## src/hdl/fcpwm_defines.svh

```systemverilog
`ifndef FCPWM_DEFINES_SVH
`define FCPWM_DEFINES_SVH

// ----------------------------------------------------------------------
// special function register addresses
// ----------------------------------------------------------------------
`define FCPWM_ADDR_AUX      8'h91
`define FCPWM_ADDR_D2H      8'hB1
`define FCPWM_ADDR_D2L      8'hB2
`define FCPWM_ADDR_D3H      8'hB3
`define FCPWM_ADDR_D3L      8'hB4
`define FCPWM_ADDR_CTRL     8'hB5
`define FCPWM_ADDR_D0H      8'hBC
`define FCPWM_ADDR_D0L      8'hBD
`define FCPWM_ADDR_D1H      8'hBE
`define FCPWM_ADDR_D1L      8'hBF
`define FCPWM_ADDR_IEN1     8'hB8
`define FCPWM_ADDR_IRCON    8'hC0
`define FCPWM_ADDR_MAXH     8'hCE
`define FCPWM_ADDR_MAXL     8'hCF

// ----------------------------------------------------------------------
// field positions
// ----------------------------------------------------------------------
`define FCPWM_AUX_PORTSEL   1
`define FCPWM_CTRL_CS_HI    7
`define FCPWM_CTRL_CS_LO    5
`define FCPWM_IDLE_BIT      7
`define FCPWM_IRQ_BIT       0

// ----------------------------------------------------------------------
// reset values and constants
// ----------------------------------------------------------------------
`define FCPWM_RST_BYTE      8'h00
`define FCPWM_RST_MAXL      8'hFF
`define FCPWM_RST_DUTY      10'h000
`define FCPWM_RST_MAX       10'h0FF
`define FCPWM_ZERO10        10'h000
`define FCPWM_ONE10         10'h001
`define FCPWM_IRQ_VECTOR    16'h0043
`define FCPWM_ZERO4         4'h0
`define FCPWM_ONE4          4'h1

// ----------------------------------------------------------------------
// prescaler terminal counts (clocks per tick minus one), tick gap counter top, pin sync reset
// ----------------------------------------------------------------------
`define FCPWM_DIV1_LIM      4'h0
`define FCPWM_DIV2_LIM      4'h1
`define FCPWM_DIV4_LIM      4'h3
`define FCPWM_DIV6_LIM      4'h5
`define FCPWM_DIV8_LIM      4'h7
`define FCPWM_DIV12_LIM     4'hB
`define FCPWM_GAP_TOP       4'hF
`define FCPWM_RST_SYNC      3'h0

`endif

```

## src/hdl/fcpwm_pkg.sv

```systemverilog
package fcpwm_pkg;
  `include "fcpwm_defines.svh"

  typedef enum logic [2:0] {
    FCPWM_CS_DIV1  = 3'b000,
    FCPWM_CS_DIV2  = 3'b001,
    FCPWM_CS_DIV4  = 3'b010,
    FCPWM_CS_DIV6  = 3'b011,
    FCPWM_CS_DIV8  = 3'b100,
    FCPWM_CS_DIV12 = 3'b101,
    FCPWM_CS_T0OVF = 3'b110,
    FCPWM_CS_T0PIN = 3'b111
  } fcpwm_clksel_t;

  typedef struct packed {
    logic       chIdleLevel;
    logic [9:0] chDutyValue;
  } fcpwm_chan_t;

  typedef struct packed {
    logic       write;
    logic       read;
    logic [7:0] addr;
    logic [7:0] wdata;
  } fcpwm_sfr_t;
endpackage : fcpwm_pkg

```

## src/hdl/fcpwm_tick_gen.sv

```systemverilog
`timescale 1ns/10ps
`include "fcpwm_defines.svh"
module fcpwm_tick_gen
  import fcpwm_pkg::*;
(
  // clock and reset
  input  wire logic          clock,
  input  wire logic          resetn,
  // selection and sources
  input  wire fcpwm_clksel_t countClockSelect,
  input  wire logic          timer0Overflow,
  input  wire logic          timer0ExtInput,
  // tick out
  output logic               countTick
);
  // ----------------------------------------------------------------------
  // prescaler
  // ----------------------------------------------------------------------
  logic [3:0] preCount;
  logic [3:0] divLimit;
  logic [2:0] pinSync;
  logic       pinLevel;

  always_comb begin
    unique case (countClockSelect)
      FCPWM_CS_DIV1:  divLimit = `FCPWM_DIV1_LIM;
      FCPWM_CS_DIV2:  divLimit = `FCPWM_DIV2_LIM;
      FCPWM_CS_DIV4:  divLimit = `FCPWM_DIV4_LIM;
      FCPWM_CS_DIV6:  divLimit = `FCPWM_DIV6_LIM;
      FCPWM_CS_DIV8:  divLimit = `FCPWM_DIV8_LIM;
      FCPWM_CS_DIV12: divLimit = `FCPWM_DIV12_LIM;
      FCPWM_CS_T0OVF: divLimit = `FCPWM_DIV1_LIM;
      FCPWM_CS_T0PIN: divLimit = `FCPWM_DIV1_LIM;
    endcase
  end

  always_ff @(posedge clock) begin
    if (!resetn || preCount >= divLimit) begin
      preCount <= `FCPWM_ZERO4;
    end else begin
      preCount <= preCount + `FCPWM_ONE4;
    end
  end

  // ----------------------------------------------------------------------
  // external pin: three stages, rising edge once stages two and three agree
  // ----------------------------------------------------------------------
  always_ff @(posedge clock) begin
    if (!resetn) begin
      pinSync <= `FCPWM_RST_SYNC;
    end else begin
      pinSync <= {pinSync[1:0], timer0ExtInput};
    end
  end

  always_ff @(posedge clock) begin
    if (!resetn) begin
      pinLevel <= 1'b0;
    end else if (pinSync[2] == pinSync[1]) begin
      pinLevel <= pinSync[2];
    end
  end

  always_comb begin
    unique case (countClockSelect)
      FCPWM_CS_T0OVF: countTick = timer0Overflow;
      FCPWM_CS_T0PIN: countTick = pinSync[2] & pinSync[1] & ~pinLevel;
      default:        countTick = (preCount >= divLimit);
    endcase
  end
endmodule : fcpwm_tick_gen

```

## src/hdl/fcpwm_unit.sv

```systemverilog
`timescale 1ns/10ps
`include "fcpwm_defines.svh"
module fcpwm_unit
  import fcpwm_pkg::*;
(
  // clock and reset
  input  wire logic        clock,
  input  wire logic        resetn,
  // special function register access
  input  wire fcpwm_sfr_t  sfrReq,
  output logic [7:0]       sfrRdata,
  output logic             sfrHit,
  // counting sources
  input  wire logic        timer0Overflow,
  input  wire logic        timer0ExtInput,
  // interrupt
  output logic             overflowIrq,
  output logic [15:0]      irqVector,
  // waveform pins
  output logic [3:0]       port4Pwm,
  output logic [3:0]       port2Pwm,
  output logic [3:0]       port4PwmSel,
  output logic [3:0]       port2PwmSel
);
  // ----------------------------------------------------------------------
  // registers
  // ----------------------------------------------------------------------
  logic [7:0]  auxiliaryRouting;
  logic [7:0]  pulseControl;
  fcpwm_chan_t chanCfg [4];
  logic [9:0]  periodMaxValue;
  logic        overflowIrqFlag;
  logic        overflowIrqEnable;
  logic [9:0]  pwmCount;
  logic [3:0]  pwmLevel;
  logic        countTick;
  logic        overflowEvent;
  logic        outputPortSelect;
  fcpwm_clksel_t countClockSelect;

  assign outputPortSelect = auxiliaryRouting[`FCPWM_AUX_PORTSEL];
  assign countClockSelect = fcpwm_clksel_t'(pulseControl[`FCPWM_CTRL_CS_HI:`FCPWM_CTRL_CS_LO]);

  function automatic logic wrHit(input fcpwm_sfr_t r, input logic [7:0] a);
    wrHit = r.write && (r.addr == a);
  endfunction : wrHit

  function automatic logic [7:0] highAddr(input int ch);
    unique case (ch)
      0:       highAddr = `FCPWM_ADDR_D0H;
      1:       highAddr = `FCPWM_ADDR_D1H;
      2:       highAddr = `FCPWM_ADDR_D2H;
      default: highAddr = `FCPWM_ADDR_D3H;
    endcase
  endfunction : highAddr

  function automatic logic [7:0] lowAddr(input int ch);
    unique case (ch)
      0:       lowAddr = `FCPWM_ADDR_D0L;
      1:       lowAddr = `FCPWM_ADDR_D1L;
      2:       lowAddr = `FCPWM_ADDR_D2L;
      default: lowAddr = `FCPWM_ADDR_D3L;
    endcase
  endfunction : lowAddr

  always_ff @(posedge clock) begin
    if (!resetn) begin
      auxiliaryRouting <= `FCPWM_RST_BYTE;
    end else if (wrHit(sfrReq, `FCPWM_ADDR_AUX)) begin
      auxiliaryRouting <= sfrReq.wdata;
    end
  end

  always_ff @(posedge clock) begin
    if (!resetn) begin
      pulseControl <= `FCPWM_RST_BYTE;
    end else if (wrHit(sfrReq, `FCPWM_ADDR_CTRL)) begin
      pulseControl <= {sfrReq.wdata[7:5], 1'b0, sfrReq.wdata[3:0]};
    end
  end

  always_ff @(posedge clock) begin
    if (!resetn) begin
      for (int i = 0; i < 4; i++) begin
        chanCfg[i] <= '{1'b0, `FCPWM_RST_DUTY};
      end
    end else begin
      for (int i = 0; i < 4; i++) begin
        if (wrHit(sfrReq, highAddr(i))) begin
          chanCfg[i].chIdleLevel      <= sfrReq.wdata[`FCPWM_IDLE_BIT];
          chanCfg[i].chDutyValue[9:8] <= sfrReq.wdata[1:0];
        end
        if (wrHit(sfrReq, lowAddr(i))) begin
          chanCfg[i].chDutyValue[7:0] <= sfrReq.wdata;
        end
      end
    end
  end

  always_ff @(posedge clock) begin
    if (!resetn) begin
      periodMaxValue <= `FCPWM_RST_MAX;
    end else begin
      if (wrHit(sfrReq, `FCPWM_ADDR_MAXH)) begin
        periodMaxValue[9:8] <= sfrReq.wdata[1:0];
      end
      if (wrHit(sfrReq, `FCPWM_ADDR_MAXL)) begin
        periodMaxValue[7:0] <= sfrReq.wdata;
      end
    end
  end

  // ----------------------------------------------------------------------
  // interrupt flag and enable
  // ----------------------------------------------------------------------
  // only bit 0 of the shared request/enable bytes belongs here
  always_ff @(posedge clock) begin
    if (!resetn) begin
      overflowIrqEnable <= 1'b0;
    end else if (wrHit(sfrReq, `FCPWM_ADDR_IEN1)) begin
      overflowIrqEnable <= sfrReq.wdata[`FCPWM_IRQ_BIT];
    end
  end

  // set beats a same-cycle software clear so no overflow is lost
  always_ff @(posedge clock) begin
    if (!resetn) begin
      overflowIrqFlag <= 1'b0;
    end else if (overflowEvent) begin
      overflowIrqFlag <= 1'b1;
    end else if (wrHit(sfrReq, `FCPWM_ADDR_IRCON)) begin
      overflowIrqFlag <= sfrReq.wdata[`FCPWM_IRQ_BIT];
    end
  end

  assign overflowIrq = overflowIrqFlag & overflowIrqEnable;
  assign irqVector   = `FCPWM_IRQ_VECTOR;

  // ----------------------------------------------------------------------
  // read path
  // ----------------------------------------------------------------------
  always_comb begin
    sfrRdata = `FCPWM_RST_BYTE;
    sfrHit   = 1'b1;
    unique case (sfrReq.addr)
      `FCPWM_ADDR_AUX:   sfrRdata = auxiliaryRouting;
      `FCPWM_ADDR_CTRL:  sfrRdata = pulseControl;
      `FCPWM_ADDR_D0H:   sfrRdata = {chanCfg[0].chIdleLevel, 5'h00, chanCfg[0].chDutyValue[9:8]};
      `FCPWM_ADDR_D0L:   sfrRdata = chanCfg[0].chDutyValue[7:0];
      `FCPWM_ADDR_D1H:   sfrRdata = {chanCfg[1].chIdleLevel, 5'h00, chanCfg[1].chDutyValue[9:8]};
      `FCPWM_ADDR_D1L:   sfrRdata = chanCfg[1].chDutyValue[7:0];
      `FCPWM_ADDR_D2H:   sfrRdata = {chanCfg[2].chIdleLevel, 5'h00, chanCfg[2].chDutyValue[9:8]};
      `FCPWM_ADDR_D2L:   sfrRdata = chanCfg[2].chDutyValue[7:0];
      `FCPWM_ADDR_D3H:   sfrRdata = {chanCfg[3].chIdleLevel, 5'h00, chanCfg[3].chDutyValue[9:8]};
      `FCPWM_ADDR_D3L:   sfrRdata = chanCfg[3].chDutyValue[7:0];
      `FCPWM_ADDR_MAXH:  sfrRdata = {6'h00, periodMaxValue[9:8]};
      `FCPWM_ADDR_MAXL:  sfrRdata = periodMaxValue[7:0];
      `FCPWM_ADDR_IEN1:  sfrRdata = {7'h00, overflowIrqEnable};
      `FCPWM_ADDR_IRCON: sfrRdata = {7'h00, overflowIrqFlag};
      default:           sfrHit   = 1'b0;
    endcase
  end

  // ----------------------------------------------------------------------
  // counting clock
  // ----------------------------------------------------------------------
  fcpwm_tick_gen fcpwm_tick_gen_i (
    .clock            (clock),
    .resetn           (resetn),
    .countClockSelect (countClockSelect),
    .timer0Overflow   (timer0Overflow),
    .timer0ExtInput   (timer0ExtInput),
    .countTick        (countTick)
  );

  // ----------------------------------------------------------------------
  // shared counter
  // ----------------------------------------------------------------------
  // >= also recovers when the maximum is lowered below the running count
  assign overflowEvent = countTick && (pwmCount >= periodMaxValue);

  always_ff @(posedge clock) begin
    if (!resetn) begin
      pwmCount <= `FCPWM_ZERO10;
    end else if (overflowEvent) begin
      pwmCount <= `FCPWM_ZERO10;
    end else if (countTick) begin
      pwmCount <= pwmCount + `FCPWM_ONE10;
    end
  end

  // ----------------------------------------------------------------------
  // waveforms
  // ----------------------------------------------------------------------
  // duty above maximum simply gives a full-period active level
  always_ff @(posedge clock) begin
    if (!resetn) begin
      pwmLevel <= `FCPWM_ZERO4;
    end else begin
      for (int i = 0; i < 4; i++) begin
        if (!pulseControl[i]) begin
          pwmLevel[i] <= chanCfg[i].chIdleLevel;
        end else if (pwmCount < chanCfg[i].chDutyValue) begin
          pwmLevel[i] <= ~chanCfg[i].chIdleLevel;
        end else begin
          pwmLevel[i] <= chanCfg[i].chIdleLevel;
        end
      end
    end
  end

  always_ff @(posedge clock) begin
    if (!resetn) begin
      port4Pwm    <= `FCPWM_ZERO4;
      port2Pwm    <= `FCPWM_ZERO4;
      port4PwmSel <= `FCPWM_ZERO4;
      port2PwmSel <= `FCPWM_ZERO4;
    end else begin
      port4Pwm    <= outputPortSelect ? `FCPWM_ZERO4 : pwmLevel;
      port2Pwm    <= outputPortSelect ? pwmLevel : `FCPWM_ZERO4;
      port4PwmSel <= {4{~outputPortSelect}};
      port2PwmSel <= {4{outputPortSelect}};
    end
  end

  // ----------------------------------------------------------------------
  // check helpers
  // ----------------------------------------------------------------------
  // gap is only trusted once a tick has passed under an unchanged select
  logic [3:0] tickGap;
  logic       gapValid;

  function automatic logic [3:0] gapLimit(input fcpwm_clksel_t code);
    unique case (code)
      FCPWM_CS_DIV2:  gapLimit = `FCPWM_DIV2_LIM;
      FCPWM_CS_DIV4:  gapLimit = `FCPWM_DIV4_LIM;
      FCPWM_CS_DIV6:  gapLimit = `FCPWM_DIV6_LIM;
      FCPWM_CS_DIV8:  gapLimit = `FCPWM_DIV8_LIM;
      FCPWM_CS_DIV12: gapLimit = `FCPWM_DIV12_LIM;
      FCPWM_CS_DIV1,
      FCPWM_CS_T0OVF,
      FCPWM_CS_T0PIN: gapLimit = `FCPWM_DIV1_LIM;
    endcase
  endfunction : gapLimit

  always_ff @(posedge clock) begin
    if (!resetn || wrHit(sfrReq, `FCPWM_ADDR_CTRL)) begin
      tickGap  <= `FCPWM_ZERO4;
      gapValid <= 1'b0;
    end else if (countTick) begin
      tickGap  <= `FCPWM_ZERO4;
      gapValid <= 1'b1;
    end else if (tickGap != `FCPWM_GAP_TOP) begin
      tickGap  <= tickGap + `FCPWM_ONE4;
    end
  end
endmodule : fcpwm_unit

```

## config.mk

```make
export PLATFORM = sky130hd
export DESIGN_NAME = fcpwm_unit
export DESIGN_NICKNAME = d
export VERILOG_FILES = /design/src/hdl/fcpwm_pkg.sv /design/src/hdl/fcpwm_tick_gen.sv /design/src/hdl/fcpwm_unit.sv
export VERILOG_INCLUDE_DIRS = /design/src /design/src/hdl
export SDC_FILE = /design/constraint.sdc
export NUM_CORES = 1
export LEC_CHECK = 0
export ABC_AREA = 1
export BUFFER_PORTS_ARGS = -buffer_cell sky130_fd_sc_hd__buf_2
export CORE_MARGIN = 2
export CORE_UTILIZATION = 60
export CTS_CLUSTER_SIZE = 8
export DETAILED_ROUTE_END_ITERATION = 10
export PLACE_DENSITY = 0.87
export SLEW_MARGIN = 20
export SYNTH_ARGS = -nofsm -noshare
export SYNTH_HDL_FRONTEND = slang
export SYNTH_HIERARCHICAL = 1
export SYNTH_SLANG_ARGS = --single-unit
```

## constraint.sdc

```tcl
create_clock -name clock -period 2.8 [get_ports clock]
set_input_delay 0.7 -clock clock [delete_from_list [all_inputs] [get_ports clock]]
set_output_delay 0.7 -clock clock [all_outputs]
set_load 0.05 [all_outputs]
```

==> results of run 1 <==
## per-stage QoR
step / total power [W] / cells / setup TNS, ns / utilization
2_1_floorplan: 0.00190 / 848 / 0 / -
3_3_place_gp: 0.00198 / 1012 / -0.246 / 0.645
3_5_place_dp: 0.00199 / 1012 / -0.368 / 0.645
4_1_cts: 0.00297 / 1028 / 0 / 0.668
5_1_grt: 0.00308 / 1029 / -0.332 / 0.674
6_report: 0.00297 / 1029 / -0.0256 / 0.674
## sequential cells by signal (all words and copies together), names as in the netlist
| register | cells |
|---|---|
| chanCfg | 44 |
| periodMaxValue | 10 |
| pwmCount | 10 |
| auxiliaryRouting | 8 |
| pulseControl | 7 |
| fcpwm_tick_gen_i/preCount | 4 |
| port2Pwm | 4 |
| port4Pwm | 4 |
| pwmLevel | 4 |
| fcpwm_tick_gen_i/pinSync | 3 |
| fcpwm_tick_gen_i/pinLevel | 1 |
| overflowIrqEnable | 1 |
| overflowIrqFlag | 1 |
| port2PwmSel | 1 |
| port4PwmSel | 1 |
## worst max path at each step
stage,startpoint,end,slack [ns],cells past startpoint
after floorplan,sfrReq[14],sfrRdata[1],0.26,9
after global placement,sfrReq[14],sfrRdata[3],-0.06,10
after detailed placement,sfrReq[14],sfrRdata[4],-0.08,10
after CTS,sfrReq[14],sfrRdata[7],0.006,12
after global routing,sfrReq[14],sfrRdata[1],-0.08,12
final,sfrReq[14],sfrRdata[1],-0.02,12
## power by group through the flow
stage          Sequential [W]  Combinational (W)  Clock, W
6_report              0.00164           0.000330   0.00101
2_1_floorplan         0.00167           0.000232         0
4_1_cts               0.00164           0.000320   0.00102
5_1_grt               0.00164           0.000359   0.00108
3_5_place_dp          0.00167           0.000317         0
3_3_place_gp          0.00167           0.000308         0
## logic make-up after synthesis
logic type      count (synthesis)  share of synthesized area
compound gates                 76                     0.0687
xor+xnor                       11                     0.0155
fa+ha+maj                      53                      0.107
buf+inv                       176                      0.124
flops                         103                      0.403
mux                             1                    0.00161
other cells                     2                    0.00121
simple gates                  412                      0.279
## critical path, cell delays in order
cell and delay [ns]:
buf_2 0.09, inv_1 0.03, nand2_1 0.14, nor2_4 0.07
buf_12 0.15, nand2_2 0.18, inv_2 0.07, nand2_1 0.09
nand3_1 0.09, nor2_1 0.16, nand3_1 0.13, buf_4 0.21
## layer usage
layer / wire length (um) / global-route usage / vias up
li1: - / - / 2713
met1: 6170 / 0.335 / 2508
met2: 7290 / 0.458 / 260
met3: 1280 / 0.0519 / 45
met4: 520 / 0.134 / 0
met5: 0 / 0 / -
## timing repair
item,4_1_cts,5_1_grt
endpoints found under the setup margin,7,9
resized for setup,4,14
hold buffers,0,0
gates cloned,0,1
## layout make-up
class	instances	area, sq um
inverters	139	522
flip-flops and latches	103	2500
clock buffers	14	205
repair buffers	66	437
multi-input cells	569	3020
fillers	868	3320
clock inverters	2	17.5
well taps	136	170
## layout by cell type (no fill, tap or decap), types with 2 or more instances in the layout
| cell | netlist | layout |
|---|---|---|
| a21oi_1 | 25 | 25 |
| dfxtp_1 | 59 | 59 |
| clkbuf_4 | 0 | 5 |
| clkbuf_8 | 0 | 11 |
| o21ai_1 | 13 | 13 |
| clkbuf_16 | 0 | 3 |
| buf_4 | 24 | 21 |
| nor2_4 | 2 | 4 |
| buf_2 | 3 | 37 |
| nor3_1 | 2 | 2 |
| ha_1 | 53 | 53 |
| nand2_2 | 4 | 6 |
| clkinv_1 | 2 | 2 |
| nand4_2 | 2 | 2 |
| nand3_1 | 43 | 43 |
| inv_2 | 9 | 9 |
| inv_1 | 128 | 128 |
| conb_1 | 2 | 16 |
| edfxtp_1 | 44 | 44 |
| nand3_2 | 4 | 4 |
| o211ai_1 | 7 | 7 |
| nand2_1 | 184 | 181 |
| xnor2_1 | 3 | 3 |
| o22ai_1 | 14 | 14 |
| nand3b_1 | 2 | 2 |
| o21ai_0 | 13 | 13 |
| nor2_1 | 150 | 149 |
| nand2_4 | 1 | 2 |
| nor2_2 | 4 | 3 |
| a21o_1 | 2 | 2 |
| nand4_1 | 13 | 13 |
| xor2_1 | 8 | 8 |
==> results.yml, run 1 <==
worst_setup_path:
  rr_worst_depth: 15
  critPathKind: "in2out"
  worstSetupStartpointType: "input port"
  reg2reg_to: "pwmCount[8]"
  cp_max_fo: 15
  end_kind: "output port"
  regToRegStartpoint: "pulseControl[7]"
  crit_required_ns: 2.10
  r2r_setup_slack_ns: 0.35
  arrival_ns: 2.12
yosys:
  syn_area_sq_um: 6210
  async_flop_share: 0
  ys.flop_type: "dfxtp_1"
  synth_common_cells: "nand2_1 (184), nor2_1 (150), inv_1 (128)"
  ys_warn_count: 6
  syn_inst: 834
  synth_top_area_cell: "edfxtp_1"
  synth.top_cell.area_share: 0.213
  synth.ff_latch_count: 103
  synth_seq_area_share: 0.403
  yosys-top-cells-area: "edfxtp_1 (21%), dfxtp_1 (19%), nand2_1 (11%)"
  synth_edf_count: 44
  syn_area_per_cell_sq_um: 7.45
  synth.most_common_cell: "nand2_1"
  synth_cell_types: 36
run_status:
  status: "complete, but fails checks"
  violations: "negative setup slack"
clocking:
  cts-root-buf: "clkbuf_8"
  clkLatencyLatePin_ns: 0.38
  clk_pin_slew_ns: 0.10
  cts_sinks: 103
  post_cts_buffers: 0
  cts-buffers-inserted: 9
  cts_tree: "yes"
  htreeDepth: 3
  max-clock-path-buffers: 2
power_and_ir_drop:
  peakVddDrop_mv: 0.313
  p_sw_frac: 0.267
  p_switching_w: 0.000794
  seqPwrFrac: 0.550
  p_int_w: 0.00218
  p_leak_nw: 3.50
  clkPwrFrac: 0.339
  comb_power_share: 0.111
  p_per_area_nw_per_um2: 433
placement:
  io_buffers: 46
  dpl_cell_area_sq_um: 6570
  gp_congestion: 0.987
  dp_worst_setup_slack_ns: -0.0842
  hpwl_um: 11500
timing:
  period_share: 1.01
  rsz0062_at_grt: "yes"
  setup_violations: 2
  layout_setup_ws_ns: -0.0250
  final_hold_viol_count: 0
  finClkSkew_ns: 0.00843
  timing.final.crit_period_ns: 2.82
  drv_slew: 0
  max_freq_mhz: 354
  whs_ns: 0.428
drt:
  firstDrtPassIters: 6
  avgViaCountPerCell: 5.37
  routed_wire_length_per_instance_um: 14.8
  wl_um: 15300
  drc_errors: 0
  drt.antenna.violating_nets: 0
  num_vias: 5526
  initialDrtViolationCount: 499
final_layout:
  antenna_cells: 0
  num-nets-final: 963
  drive_above_1_share: 0.127
  area_growth_pct: 10.6
  stdcell_area_sq_um: 6870
die:
  die_area_sq_um: 11200
  core_sq_um: 10200
  die_w_um: 106
  ios: 64
  rows: 37
  initial_core_util: 0.610
  chipHeight_um: 106
global_routing:
  antenna_found_initial: 0
  grt_max_degree: 30
  grt_remaining_overflow: 0
  grtUsageTotal: 0.272
  grt_pass1_vias: 4974
  grt_pass1_wl_um: 23500
worst_hold_path:
  min_to: "fcpwm_tick_gen_i/pinSync[1]"
  min_from: "fcpwm_tick_gen_i/pinSync[0]"
  hold_depth: 2
  hold_path.class: "reg2reg"
run:
  drv_cap: 0
Note: power is estimated with default switching activity, not from simulation.
==> run 2: changes to the inputs <==
Settings changed: CORE_UTILIZATION 60 to 59, PLACE_DENSITY 0.87 to 0.86.
==> run 2 against run 1 <==
- the run now ends clean
- count of clock-buffer cells in the layout decreased by 2
- clock skew increased by 0.0066 ns
- via count about the same
- critical path type unchanged
- critical endpoint is now sfrRdata[2]
- largest cell class unchanged
==> results.yml, run 2 (synthesis gave the netlist of run 1 again) <==
timing:
  rsz0062_at_grt: "yes"
  worst_slew_pin_slew_ns: 0.541
  setup_violations: 0
  layout_setup_ws_ns: 0.0682
  finClkSkew_ns: 0.0150
  slew_headroom: 0.639
  final_hold_viol_count: 0
  timing.final.crit_period_ns: 2.73
  max_freq_mhz: 366
  drv_slew: 0
  period_share: 0.976
drt:
  firstDrtPassIters: 5
  drc_errors: 0
  routed_wire_length_per_instance_um: 14.6
  num_vias: 5531
  initialDrtViolationCount: 452
  drt.antenna.violating_nets: 0
  wl_um: 15100
  avgViaCountPerCell: 5.34
global_routing:
  grt_max_degree: 23
  grtUsageTotal: 0.278
  grt_remaining_overflow: 0
  top_usage_layer: "met2"
  grtUsageMet2: 0.476
  grt_pass1_wl_um: 24700
  grt_pass1_vias: 5155
  use_met1: 0.358
  antenna_found_initial: 0
  grtUsageMet3: 0.0438
worst_hold_path:
  hold_path.class: "reg2reg"
worst_setup_path:
  crit_buf_inv: 4
  path_delay_family: "buffers and inverters"
  cp_max_fo: 20
  crit_required_ns: 2.10
  worstPathCellList: "buf_2 -> inv_1 -> nand2_1 -> nor2_2 -> buf_12 -> nand2_2 -> o22ai_1 -> nor2_1 -> nand2_1 -> clkbuf_4"
  worstSetupStartpointType: "input port"
  slowest_stage: "o22ai_1"
  slowest_delay_ns: 0.25
  end_kind: "output port"
  cp_common_cell: "nand2_1"
  arrival_ns: 2.03
  critPathKind: "in2out"
final_layout:
  num-nets-final: 970
  drive_above_1_share: 0.137
  largest-register: "chanCfg"
  final_cell_mix: "nand2_1 (182), nor2_1 (147), inv_1 (128), dfxtp_1 (59), ha_1 (53)"
  largest_reg_flops: 44
  stdcell_area_sq_um: 6890
  area_growth_pct: 11.0
  layout_commonest_cell: "nand2_1"
  antenna_cells: 0
  reg.largest.list: "chanCfg (44), periodMaxValue (10), pwmCount (10)"
clocking:
  cts_sinks: 103
  cts_tree: "yes"
  clk_pin_slew_ns: 0.10
  clkLatencyLatePin_ns: 0.38
  htreeDepth: 3
  cts-buffers-inserted: 9
  cts-root-buf: "clkbuf_8"
  ctsHoldBuffers: 0
  max-clock-path-buffers: 2
die:
  chipHeight_um: 107
  die_w_um: 107
  die_area_sq_um: 11400
  core_sq_um: 10300
  initial_core_util: 0.604
  ios: 64
  rows: 37
placement:
  gp_congestion: 0.978
  dpl_cell_area_sq_um: 6630
  hpwl_um: 11300
  dp_worst_setup_slack_ns: -0.0228
  io_buffers: 46
run_status:
  status: "finished, final reports clean"
power_and_ir_drop:
  p_per_area_nw_per_um2: 433
  peakVddDrop_mv: 0.335
  p_leak_nw: 3.51
run:
  drv_cap: 0
[run 2: power by group]
group	internal, W	switching [W]
Sequential	0.00161	0.0000276
Clock	0.000463	0.000555
Combinational	0.0000833	0.000248
Total	0.00215	0.000831
[run 2: layout make-up]
| type | count | area, sq um |
|---|---|---|
| fillers | 875 | 3390 |
| multi-input cells | 569 | 3010 |
| flip-flops and latches | 103 | 2500 |
| inverters | 139 | 522 |
| repair buffers | 73 | 469 |
| clock buffers | 12 | 188 |
| well taps | 136 | 170 |
| clock inverters | 4 | 30.0 |
[run 2: path summary, 6_finish.rpt]
path	startpoint	end	slack [ns]	cells after the start
max reg2reg	pulseControl[7]	pwmCount[6]	0.34	15
max	sfrReq[14]	sfrRdata[2]	0.07	10
min	fcpwm_tick_gen_i/pinSync[0]	fcpwm_tick_gen_i/pinSync[1]	0.42	2
min reg2reg	fcpwm_tick_gen_i/pinSync[0]	fcpwm_tick_gen_i/pinSync[1]	0.42	2
[run 2: metrics by stage]
stage / TNS, ns / hold slack, ns / cells / utilization / total power, W
after floorplan: 0 / 0.390 / 848 / - / 0.00190
after global placement: 0 / 0.396 / 1020 / 0.645 / 0.00198
after detailed placement: -0.0533 / 0.404 / 1020 / 0.645 / 0.00199
after CTS: 0 / 0.415 / 1036 / 0.667 / 0.00298
after global routing: -0.0443 / 0.435 / 1036 / 0.670 / 0.00308
final: 0 / 0.418 / 1036 / 0.670 / 0.00299
[run 2: per-layer routing]
metal  up-vias  wire, um  part of all wire
met2       242      7300              0.48
met1      2529      6330              0.42
li1       2731         -                 -
met3        29      1160             0.076
met4         0       341             0.023
met5         -         0                 0
[run 2: timing repair]
action | 4_1_cts | 5_1_grt
setup buffers | 0 | 0
resized for setup | 1 | 16
setup endpoints to repair | 4 | 9
[run 2: tightest hold or removal path, delay by kind of cell, from the launching register on]
kind	cells	cell delay [ns]
flip-flops	1	0.32
AND/OR/NAND/NOR	1	0.05
buffers and inverters	1	0.04
